### config.mk
export PLATFORM = sky130hd
export DESIGN_NAME = trigger_sequencer
export DESIGN_NICKNAME = d
export VERILOG_FILES = /design/src/core/trigger_sequencer.v /design/src/core/event_qualifier.v
export VERILOG_INCLUDE_DIRS = /design/src /design/src/core
export SDC_FILE = /design/constraint.sdc
export NUM_CORES = 1
export LEC_CHECK = 0
export BUFFER_PORTS_ARGS = -buffer_cell sky130_fd_sc_hd__buf_2
export CORE_MARGIN = 4
export CORE_UTILIZATION = 45
export CTS_CLUSTER_SIZE = 14
export DETAILED_ROUTE_END_ITERATION = 10
export PLACE_DENSITY = 0.74
export SKIP_LAST_GASP = 1
export SYNTH_ARGS = -nofsm -noshare
export SYNTH_HDL_FRONTEND = slang
export SYNTH_SLANG_ARGS = --single-unit
### constraint.sdc
create_clock -name aclk -period 4.7 [get_ports aclk]
set_input_delay 0.47 -clock aclk [delete_from_list [all_inputs] [get_ports aclk]]
set_output_delay 0.47 -clock aclk [all_outputs]
set_load 0.01 [all_outputs]
### src/core/trig_map.vh
// register offsets, field positions, reset values and encodings
// of the layered trigger sequencer; definitions only, no logic.
// assumes a 32-bit AXI4-Lite register bus with one word per register.
`ifndef TRIG_MAP_VH
`define TRIG_MAP_VH

// byte offsets of the registers (low address bits [5:2] decoded)
`define OFS_CTRL 6'h00
`define OFS_CMD 6'h04
`define OFS_STATUS 6'h08
`define OFS_SRC 6'h0c
`define OFS_COUNT0 6'h10
`define OFS_COUNT1 6'h14
`define OFS_ANA0 6'h18
`define OFS_ANA1 6'h1c
`define OFS_TIMER 6'h20

// ctrl register fields
`define CTRL_CONT 0

// command register bits, each a one-shot on write of a one
`define CMD_INIT 0
`define CMD_ABORT 1
`define CMD_RESET 2
`define CMD_BUS_TRIG 3
`define CMD_OVR0 4
`define CMD_OVR1 5

// status register fields
`define STAT_STATE_HI 4
`define STAT_PENDING 8
`define STAT_UPWARD 9

// source field positions inside the src register, 3 bits each
`define SRC0_LO 0
`define SRC1_LO 8

// analog qualifier fields inside ana0 and ana1
`define ANA_LEVEL_LO 0
`define ANA_HYST_LO 12
`define ANA_SLOPE_NEG 24

// source encodings
`define SRC_IMM 3'h0
`define SRC_BUS 3'h1
`define SRC_TIMER 3'h2
`define SRC_EXT 3'h3
`define SRC_INT_ANA 3'h4
`define SRC_EXT_ANA 3'h5

// reset values
`define RST_CONT 1'b0
`define RST_COUNT 16'h0001
`define RST_LEVEL 12'h800
`define RST_HYST 12'h010
`define RST_SLOPE 1'b0
`define RST_TIMER 16'h00ff

// axi responses
`define RESP_OKAY 2'h0
`define RESP_SLVERR 2'h2

`endif

### src/core/trigger_sequencer.v
// layered trigger sequencer: idle, initiate, two event-detection layers
// (arm, then trigger) and a sequence-operation state, with an
// AXI4-Lite register slave. assumes inputs synchronous to aclk.
//
// The implementer's own choices: the AXI4-Lite interface to the registers and the register offsets.
`timescale 1ns/1ns
`include "trig_map.vh"

module trigger_sequencer (
	input wire aclk,
	input wire aresetn,
	input wire [5:0] s_axi_awaddr,
	input wire s_axi_awvalid,
	output reg s_axi_awready,
	input wire [31:0] s_axi_wdata,
	input wire [3:0] s_axi_wstrb,
	input wire s_axi_wvalid,
	output reg s_axi_wready,
	output reg [1:0] s_axi_bresp,
	output reg s_axi_bvalid,
	input wire s_axi_bready,
	input wire [5:0] s_axi_araddr,
	input wire s_axi_arvalid,
	output reg s_axi_arready,
	output reg [31:0] s_axi_rdata,
	output reg [1:0] s_axi_rresp,
	output reg s_axi_rvalid,
	input wire s_axi_rready,
	input wire ext_trig, // external trigger pin
	input wire group_exec_trig, // group execute message pulse
	input wire [11:0] ana_int, // internal analog sample
	input wire [11:0] ana_ext, // external analog sample
	output reg action_start, // one-cycle pulse: begin the action
	input wire action_done, // action hardware reports completion
	output reg op_pending // operation pending flag
);

	// one-hot states
	localparam [4:0] ST_IDLE = 5'h01;
	localparam [4:0] ST_INIT = 5'h02;
	localparam [4:0] ST_ARM = 5'h04;
	localparam [4:0] ST_TRIG = 5'h08;
	localparam [4:0] ST_SEQ = 5'h10;

	// programmed settings
	reg cont; // continuous initiation
	reg [5:0] src; // two 3-bit source selects
	reg [31:0] count_set; // two 16-bit exit counts
	reg [49:0] ana_cfg; // two 25-bit analog settings
	reg [15:0] timer_period;

	// sequencer state
	reg [4:0] state;
	reg [4:0] next_state;
	reg upward; // arrived on the upward path
	reg next_upward;
	reg [31:0] done_cnt; // two 16-bit downward exit counters
	reg ext_prev; // last ext_trig sample
	reg [15:0] timer_cnt;
	reg timer_tick;

	// bus slave holding registers
	reg aw_hold;
	reg w_hold;
	reg [5:0] aw_addr;
	reg [31:0] w_data;
	reg [3:0] w_strb;

	// command pulses decoded from a write to the command register
	wire do_write;
	wire cmd_hit;
	wire cmd_init;
	wire cmd_abort;
	wire cmd_reset;
	wire bus_trig;
	wire [1:0] ovr;
	wire [1:0] ev; // qualified event per layer
	wire [1:0] ev_ok; // event or one-shot override
	wire [1:0] in_layer;
	wire [1:0] reached;
	wire [1:0] down_exit;
	wire [1:0] down_enter;
	wire ext_rise;
	// merged write words, cut to each register's own width below
	wire [31:0] m_count0;
	wire [31:0] m_count1;
	wire [31:0] m_ana0;
	wire [31:0] m_ana1;
	wire [31:0] m_timer;

	assign do_write = aw_hold & w_hold & ~s_axi_bvalid;
	assign cmd_hit = do_write & (aw_addr == `OFS_CMD) & w_strb[0];
	assign cmd_init = cmd_hit & w_data[`CMD_INIT];
	assign cmd_abort = cmd_hit & w_data[`CMD_ABORT];
	assign cmd_reset = cmd_hit & w_data[`CMD_RESET];
	// a group execute message or a trigger command
	assign bus_trig = (cmd_hit & w_data[`CMD_BUS_TRIG]) | group_exec_trig;
	assign ovr = cmd_hit ? w_data[`CMD_OVR1:`CMD_OVR0] : 2'b00;
	assign ext_rise = ext_trig & ~ext_prev;
	assign m_count0 = merge({16'h0000, count_set[15:0]}, w_data, w_strb);
	assign m_count1 = merge({16'h0000, count_set[31:16]}, w_data, w_strb);
	assign m_ana0 = merge({7'h00, ana_cfg[24:0]}, w_data, w_strb);
	assign m_ana1 = merge({7'h00, ana_cfg[49:25]}, w_data, w_strb);
	assign m_timer = merge({16'h0000, timer_period}, w_data, w_strb);
	assign in_layer = {state == ST_TRIG, state == ST_ARM};
	// exit edges feed the per-layer counters
	assign down_exit[0] = (state == ST_ARM) & (next_state == ST_TRIG);
	assign down_exit[1] = (state == ST_TRIG) & (next_state == ST_SEQ);
	assign down_enter[0] = (state == ST_INIT) & (next_state == ST_ARM);
	assign down_enter[1] = down_exit[0];

	// per-layer detection, override and exit counting
	genvar gi;
	generate
		for (gi = 0; gi < 2; gi = gi + 1) begin : layer
			event_qualifier u_qual (
				.aclk(aclk),
				.aresetn(aresetn),
				.sel(src[gi*3+2:gi*3]),
				.bus_trig(bus_trig),
				.timer_tick(timer_tick),
				.ext_rise(ext_rise),
				.ana_int(ana_int),
				.ana_ext(ana_ext),
				.level(ana_cfg[gi*25+11:gi*25]),
				.hyst(ana_cfg[gi*25+23:gi*25+12]),
				.slope_neg(ana_cfg[gi*25+24]),
				.event_hit(ev[gi])
			);
			// override counts only while in its own layer
			assign ev_ok[gi] = ev[gi] | (ovr[gi] & in_layer[gi]);
			assign reached[gi] =
				done_cnt[gi*16+15:gi*16] >= count_set[gi*16+15:gi*16];
			// restart on downward entry, count each downward exit
			always @(posedge aclk) begin
				if (!aresetn) begin
					done_cnt[gi*16+15:gi*16] <= 16'h0000;
				end else if (down_enter[gi]) begin
					done_cnt[gi*16+15:gi*16] <= 16'h0000;
				end else if (down_exit[gi]) begin
					done_cnt[gi*16+15:gi*16] <=
						done_cnt[gi*16+15:gi*16] + 16'h0001;
				end
			end
		end
	endgenerate

	// next state: each case branch names only an adjacent state; abort and reset go straight to idle
	always @* begin
		next_state = state;
		next_upward = upward;
		case (state)
			ST_IDLE: begin
				if (cmd_init | cont) begin
					next_state = ST_INIT;
					next_upward = 1'b0;
				end
			end
			ST_INIT: begin
				if (!upward | cont) begin
					next_state = ST_ARM;
					next_upward = 1'b0;
				end else begin
					next_state = ST_IDLE;
				end
			end
			ST_ARM: begin
				if (upward && reached[0]) begin
					next_state = ST_INIT; // count met
				end else if (ev_ok[0]) begin
					next_state = ST_TRIG;
					next_upward = 1'b0;
				end else begin
					next_upward = 1'b0; // back on the downward path
				end
			end
			ST_TRIG: begin
				if (upward && reached[1]) begin
					next_state = ST_ARM;
				end else if (ev_ok[1]) begin
					next_state = ST_SEQ;
					next_upward = 1'b0;
				end else begin
					next_upward = 1'b0;
				end
			end
			ST_SEQ: begin
				if (action_done && !action_start) begin
					next_state = ST_TRIG;
					next_upward = 1'b1;
				end
			end
			default: begin
				next_state = ST_IDLE;
				next_upward = 1'b0;
			end
		endcase
		if (cmd_abort | cmd_reset) begin
			next_state = ST_IDLE;
			next_upward = 1'b0;
		end
	end

	// state, pending flag and action start
	always @(posedge aclk) begin
		if (!aresetn) begin
			state <= ST_IDLE;
			upward <= 1'b0;
			op_pending <= 1'b0;
			action_start <= 1'b0;
		end else begin
			state <= next_state;
			upward <= next_upward;
			op_pending <= (next_state != ST_IDLE);
			// started in the cycle the state reaches operation
			action_start <= (next_state == ST_SEQ) & (state != ST_SEQ);
		end
	end

	// edge detector and free-running source timer
	always @(posedge aclk) begin
		if (!aresetn) begin
			ext_prev <= 1'b0;
			timer_cnt <= 16'h0000;
			timer_tick <= 1'b0;
		end else begin
			ext_prev <= ext_trig;
			timer_tick <= (timer_cnt >= timer_period);
			if (timer_cnt >= timer_period) begin
				timer_cnt <= 16'h0000;
			end else begin
				timer_cnt <= timer_cnt + 16'h0001;
			end
		end
	end

	// byte-lane merge of a write into a stored word
	function [31:0] merge;
		input [31:0] old;
		input [31:0] data;
		input [3:0] strb;
		integer i;
		begin
			for (i = 0; i < 4; i = i + 1) begin
				merge[i*8 +: 8] = strb[i] ? data[i*8 +: 8] : old[i*8 +: 8];
			end
		end
	endfunction

	// settings; abort touches none of them
	always @(posedge aclk) begin
		if (!aresetn || cmd_reset) begin
			cont <= `RST_CONT;
			src <= {`SRC_IMM, `SRC_IMM};
			count_set <= {`RST_COUNT, `RST_COUNT};
			ana_cfg <= {`RST_SLOPE, `RST_HYST, `RST_LEVEL,
				`RST_SLOPE, `RST_HYST, `RST_LEVEL};
			timer_period <= `RST_TIMER;
		end else if (do_write) begin
			case (aw_addr)
				`OFS_CTRL: begin
					if (w_strb[0]) begin
						cont <= w_data[`CTRL_CONT];
					end
				end
				`OFS_SRC: begin
					if (w_strb[0]) src[2:0] <= w_data[`SRC0_LO+2:`SRC0_LO];
					if (w_strb[1]) src[5:3] <= w_data[`SRC1_LO+2:`SRC1_LO];
				end
				`OFS_COUNT0: count_set[15:0] <= m_count0[15:0];
				`OFS_COUNT1: count_set[31:16] <= m_count1[15:0];
				`OFS_ANA0: ana_cfg[24:0] <= m_ana0[24:0];
				`OFS_ANA1: ana_cfg[49:25] <= m_ana1[24:0];
				`OFS_TIMER: timer_period <= m_timer[15:0];
				default: begin
				end
			endcase
		end
	end

	// write channels: address and data taken in either order
	always @(posedge aclk) begin
		if (!aresetn) begin
			aw_hold <= 1'b0;
			w_hold <= 1'b0;
			aw_addr <= 6'h00;
			w_data <= 32'h0000_0000;
			w_strb <= 4'h0;
			s_axi_awready <= 1'b1;
			s_axi_wready <= 1'b1;
			s_axi_bvalid <= 1'b0;
			s_axi_bresp <= `RESP_OKAY;
		end else begin
			if (s_axi_awvalid && s_axi_awready) begin
				aw_hold <= 1'b1;
				aw_addr <= {s_axi_awaddr[5:2], 2'b00};
				s_axi_awready <= 1'b0;
			end
			if (s_axi_wvalid && s_axi_wready) begin
				w_hold <= 1'b1;
				w_data <= s_axi_wdata;
				w_strb <= s_axi_wstrb;
				s_axi_wready <= 1'b0;
			end
			if (do_write) begin
				aw_hold <= 1'b0;
				w_hold <= 1'b0;
				s_axi_bvalid <= 1'b1;
				// status is read-only and holes are unmapped
				s_axi_bresp <= (aw_addr == `OFS_STATUS ||
					aw_addr > `OFS_TIMER) ? `RESP_SLVERR : `RESP_OKAY;
			end
			// ready again only after the response, so one write at a time
			if (s_axi_bvalid && s_axi_bready) begin
				s_axi_bvalid <= 1'b0;
				s_axi_awready <= 1'b1;
				s_axi_wready <= 1'b1;
			end
		end
	end

	// read channel: data one cycle after the address is taken
	always @(posedge aclk) begin
		if (!aresetn) begin
			s_axi_arready <= 1'b1;
			s_axi_rvalid <= 1'b0;
			s_axi_rdata <= 32'h0000_0000;
			s_axi_rresp <= `RESP_OKAY;
		end else if (s_axi_arvalid && s_axi_arready) begin
			s_axi_arready <= 1'b0;
			s_axi_rvalid <= 1'b1;
			s_axi_rresp <= `RESP_OKAY;
			case ({s_axi_araddr[5:2], 2'b00})
				`OFS_CTRL: s_axi_rdata <= {31'h0, cont};
				`OFS_CMD: s_axi_rdata <= 32'h0000_0000; // commands read 0
				`OFS_STATUS: s_axi_rdata <= {22'h0, upward, op_pending,
					3'h0, state};
				`OFS_SRC: s_axi_rdata <= {21'h0, src[5:3], 5'h00, src[2:0]};
				`OFS_COUNT0: s_axi_rdata <= {16'h0, count_set[15:0]};
				`OFS_COUNT1: s_axi_rdata <= {16'h0, count_set[31:16]};
				`OFS_ANA0: s_axi_rdata <= {7'h0, ana_cfg[24:0]};
				`OFS_ANA1: s_axi_rdata <= {7'h0, ana_cfg[49:25]};
				`OFS_TIMER: s_axi_rdata <= {16'h0, timer_period};
				default: begin
					s_axi_rdata <= 32'h0000_0000;
					s_axi_rresp <= `RESP_SLVERR;
				end
			endcase
		end else if (s_axi_rvalid && s_axi_rready) begin
			s_axi_rvalid <= 1'b0;
			s_axi_arready <= 1'b1;
		end
	end

endmodule // trigger_sequencer

### src/core/event_qualifier.v
// event source selection and qualification for one event-detection layer.
// assumes all inputs synchronous to aclk; event_hit is a one-cycle level, held high for the immediate source.
`timescale 1ns/1ns
`include "trig_map.vh"

module event_qualifier (
	input wire aclk,
	input wire aresetn,
	input wire [2:0] sel, // selected source
	input wire bus_trig, // group execute or software trigger pulse
	input wire timer_tick, // periodic timer pulse
	input wire ext_rise, // rising edge of the external trigger pin
	input wire [11:0] ana_int, // internal analog sample
	input wire [11:0] ana_ext, // external analog sample
	input wire [11:0] level, // crossing level
	input wire [11:0] hyst, // hysteresis band
	input wire slope_neg, // 1 = falling crossing
	output reg event_hit // qualified event this cycle
);

	reg armed; // sample has left the hysteresis band
	wire [11:0] sample;
	wire [12:0] low_sum;
	wire [12:0] high_sum;
	wire rearm;
	wire crossed;

	assign sample = (sel == `SRC_EXT_ANA) ? ana_ext : ana_int;
	assign low_sum = {1'b0, sample} + {1'b0, hyst};
	assign high_sum = {1'b0, level} + {1'b0, hyst};
	// the band keeps noise around the level from firing twice
	assign rearm = slope_neg ? ({1'b0, sample} > high_sum) :
		(low_sum < {1'b0, level});
	assign crossed = slope_neg ? (sample <= level) : (sample >= level);

	// analog crossing detector
	always @(posedge aclk) begin
		if (!aresetn) begin
			armed <= 1'b0;
		end else if (sel != `SRC_INT_ANA && sel != `SRC_EXT_ANA) begin
			armed <= 1'b0; // digital source: detector idle
		end else if (armed && crossed) begin
			armed <= 1'b0; // one event per crossing
		end else if (rearm) begin
			armed <= 1'b1;
		end
	end

	// only the selected input may produce the event
	always @* begin
		case (sel)
			`SRC_IMM: event_hit = 1'b1;
			`SRC_BUS: event_hit = bus_trig;
			`SRC_TIMER: event_hit = timer_tick;
			`SRC_EXT: event_hit = ext_rise;
			`SRC_INT_ANA: event_hit = armed & crossed;
			`SRC_EXT_ANA: event_hit = armed & crossed;
			default: event_hit = 1'b0; // unused codes never fire
		endcase
	end

endmodule // event_qualifier

==> impl_metrics.ini <==
[power_and_ir_drop]
pwr_density_cell_nw_per_um2 = 266.3
ir_worst_vdd_mv = 0.2778
fin_total_pwr_mw = 4.364
static-leakage-power_nw = 7.136

[drt]
detail_route.iter0.violations = 1232
total_routed_length_um = 44030
drtAntennaViolNets = 0
drc_violations_left = 0
vias_per_cell = 5.710
detail_route.wl_per_cell_um = 19.23
vias = 13080
dr.pass1.iters = 6

[floorplanning]
die-width_um = 188.6
design.core.area_um2 = 31880
core.rowCount = 65
floorplan.initialDensity_pct = 46.02
floorplan.io_pins = 125
die_area_um2 = 35560
floorplan.die.height_um = 188.6

[setup_path]
critical_path.cell_chain = nor2b_4 -> nand2_1 -> buf_4 -> mux2_2 -> ha_1 -> nand4_1 -> nor3_1 -> a21bo_1 -> nand3_1 -> a31oi_1 -> o41ai_4 -> o21ai_4 -> buf_4 -> or4_1 -> a21oi_1
buf_inv_on_cp = 2
slowest_stage = sky130_fd_sc_hd__or4_1
timing.critical_path.from_type = flop
cp_slowest_stage_delay_ns = 0.52
critical_path.max_fanout = 20
critPathKind = flop to flop
critical_path_arrival_ns = 4.96
crit_family = simple AND/OR/NAND/NOR gates
critPathCaptureType = flop
required_ns = 5.18
cpMostUsedCell = sky130_fd_sc_hd__buf_4

[yosys]
synth.area.mux_share_pct = 9.150
synth.lib_cells_used.distinct = 77
synth-compound-area-share_pct = 16.36
synthArstFlopShare_pct = 0
post_synth_xor_area_fraction_pct = 4.119
synth.cell_area_um2 = 14670
synth_seq_cells = 232
synthesis.area_per_instance_um2 = 8.361
dominant_combinational_cell_family_by_area_after_synthesis = simple AND/OR/NAND/NOR gates
simple_gate_area_share_of_the_yosys_netlist_pct = 18.62
post_synth_fa_ha_maj_area_fraction_pct = 14.96
syn_inst = 1755
synth-edff-count = 0
synthFlopType = sky130_fd_sc_hd__dfxtp_1
yosysWarnings = 0
seq_area_frac_synth_pct = 31.65

[global_routing]
antenna_found_initial = 0
maximum_number_of_pins_on_one_net_before_global_route_repair = 61
total_routing_resource_utilization_after_global_routing_pct = 23.94
gr-usage-met1_pct = 33.44
total_gr_overflow = 0
grt.met3_usage_pct = 3.612
grt_pass1_vias = 12660
grt_first_pass_wirelength_um = 69140
grt_use_met2_pct = 38.10
global_route.peak_usage_layer = met2

[clock_network]
tritoncts_clock_tree = done
clock_sink_count = 232
clock_tree.root_cell = sky130_fd_sc_hd__clkbuf_16
cts.reportedPaths.clkPinSlew_ns = 0.07
maximum_number_of_buffers_from_clock_root_to_sink = 3
cts-buffers-inserted = 26
h_tree_depth_reported_by_cts = 1
post_cts_buffers = 0
clock_latency_ns = 0.55

[placement]
final_weighted_congestion_of_routability_driven_global_placement = 1.009
io_buffers = 104
post-place-cells = 2244
pre_cts_setup_slack_ns = 0.1782
place_area_um2 = 15540
place_hpwl_um = 33660

[timing]
timing.final.max_slew_violations = 0
totalNegativeSetupSlack_ns = 0
timing.final.crit_period_ns = 4.475
fmaxAchievable_ghz = 0.2234
finalHoldViolCount = 0
headroom_to_the_max_slew_limit_pct = 23.80
hold_ws_ns = 0.1401
actual_slew_at_the_worst_max_slew_pin_ns = 1.138
layout_worst_path_cycle_share_pct = 95.22
final_setup_violations = 0
clock_skews_ns = 0.01279
postLayoutSetupSlackWorst_ns = 0.2246

[finish]
finish.instance_area_um2 = 16390
finish.utilization_pct = 51.41
syn2layout_area_growth_pct = 11.69
area_used_by_multi_input_combinational_logic_um2 = 9326
layout-drive-gt1-share_pct = 11.59
fill_cells = 3068
ff_latch_area_um2 = 4646
count_of_antenna_diodes_in_the_layout = 0
final_net_count = 2092
final-instance-count-excl-fill = 2290

[outcome]
status = complete, no violations

[run]
maximum_capacitance_violations = 0

[min_path]
kind_of_path_behind_the_tightest_hold_check = primary input to flop
power breakdown:
part / switching (mW) / internal [mW]
Clock: 0.885 / 1.11
Combinational: 0.205 / 0.127
Sequential: 0.0454 / 1.99
cells by family after synthesis:
family / after synthesis
compound gates: 373
xor+xnor: 69
fa+ha+maj: 173
buf+inv: 181
flops: 232
mux: 131
other cells: 1
simple gates: 595
sequential cells by signal, summed over array words and instances (netlist names), 2 cells and up:
name	cells
state	5
done_cnt	32
timer_cnt	16
count_set	32
ana_cfg	50
s_axi_rdata	25
timer_period	16
layer.u_qual.armed	2
w_strb	4
src	6
aw_addr	4
w_data	25
cell type report:
type,instances,share of cell area [%]
inverters,107,2.451
repair buffers,120,3.909
clock inverters,17,0.9009
multi-input cells,1350,56.91
clock buffers,29,4.161
well taps,435,3.321
flip-flops and latches,232,28.35
cells in the final DEF (no fill, tap or decap), types with 16 or more instances in the layout:
cell type,synthesis,layout
sky130_fd_sc_hd__xor2_1,22,22
sky130_fd_sc_hd__xnor2_1,47,47
sky130_fd_sc_hd__nand4_1,18,18
sky130_fd_sc_hd__nor2b_1,27,26
sky130_fd_sc_hd__nand2b_1,21,21
sky130_fd_sc_hd__a31oi_1,16,16
sky130_fd_sc_hd__clkbuf_16,0,26
sky130_fd_sc_hd__nor3_1,27,27
sky130_fd_sc_hd__nor2_1,232,230
sky130_fd_sc_hd__mux2_2,25,25
sky130_fd_sc_hd__o21ai_0,50,49
sky130_fd_sc_hd__inv_1,107,106
sky130_fd_sc_hd__nand3_1,48,48
sky130_fd_sc_hd__mux2i_1,106,106
sky130_fd_sc_hd__dfxtp_1,232,231
sky130_fd_sc_hd__buf_4,9,16
sky130_fd_sc_hd__buf_2,3,104
sky130_fd_sc_hd__a21oi_1,144,144
sky130_fd_sc_hd__a21o_1,31,31
sky130_fd_sc_hd__nand2_1,150,149
sky130_fd_sc_hd__a22oi_1,36,36
sky130_fd_sc_hd__ha_1,169,169
path summary, 6_finish.rpt:
check	end	slack, ns	startpoint	depth (start not counted)
max	done_cnt[14]	0.22	src[5]	15
min	ext_prev	0.14	ext_trig	2
max reg2reg	done_cnt[14]	0.22	src[5]	15
min reg2reg	w_strb[1]	0.47	w_strb[1]	2
metal layers:
layer  vias up  wire length [um]
li1       6343                 -
met1      6113             19590
met2       505             19580
met3       114              3254
met4         0              1600
met5         -                 0
cell usage after synthesis (all sizes together) (12+ instances only):
cell | number | share of area, %
nand2b | 21 | 0.90
xor2 | 22 | 1.3
ha | 169 | 14
inv | 107 | 2.7
buf | 21 | 1.0
nand4 | 18 | 0.77
nand3 | 48 | 1.6
a31oi | 16 | 0.68
and2 | 12 | 0.53
nor2b | 27 | 1.2
a21oi | 144 | 4.9
nor2 | 232 | 5.9
nor3 | 27 | 0.92
dfxtp | 232 | 32
a22oi | 36 | 1.8
xnor2 | 47 | 2.8
clkbuf | 53 | 1.4
a21o | 31 | 1.6
nand2 | 151 | 3.9
o21ai | 60 | 2.1
mux2 | 25 | 1.9
mux2i | 106 | 7.2
what timing repair did:
item                       in CTS  in global routing
hold buffers                    0                  0
setup endpoints to repair       0                  7
gates resized for setup         0                  5
Note: power is estimated with default switching activity, not from simulation.
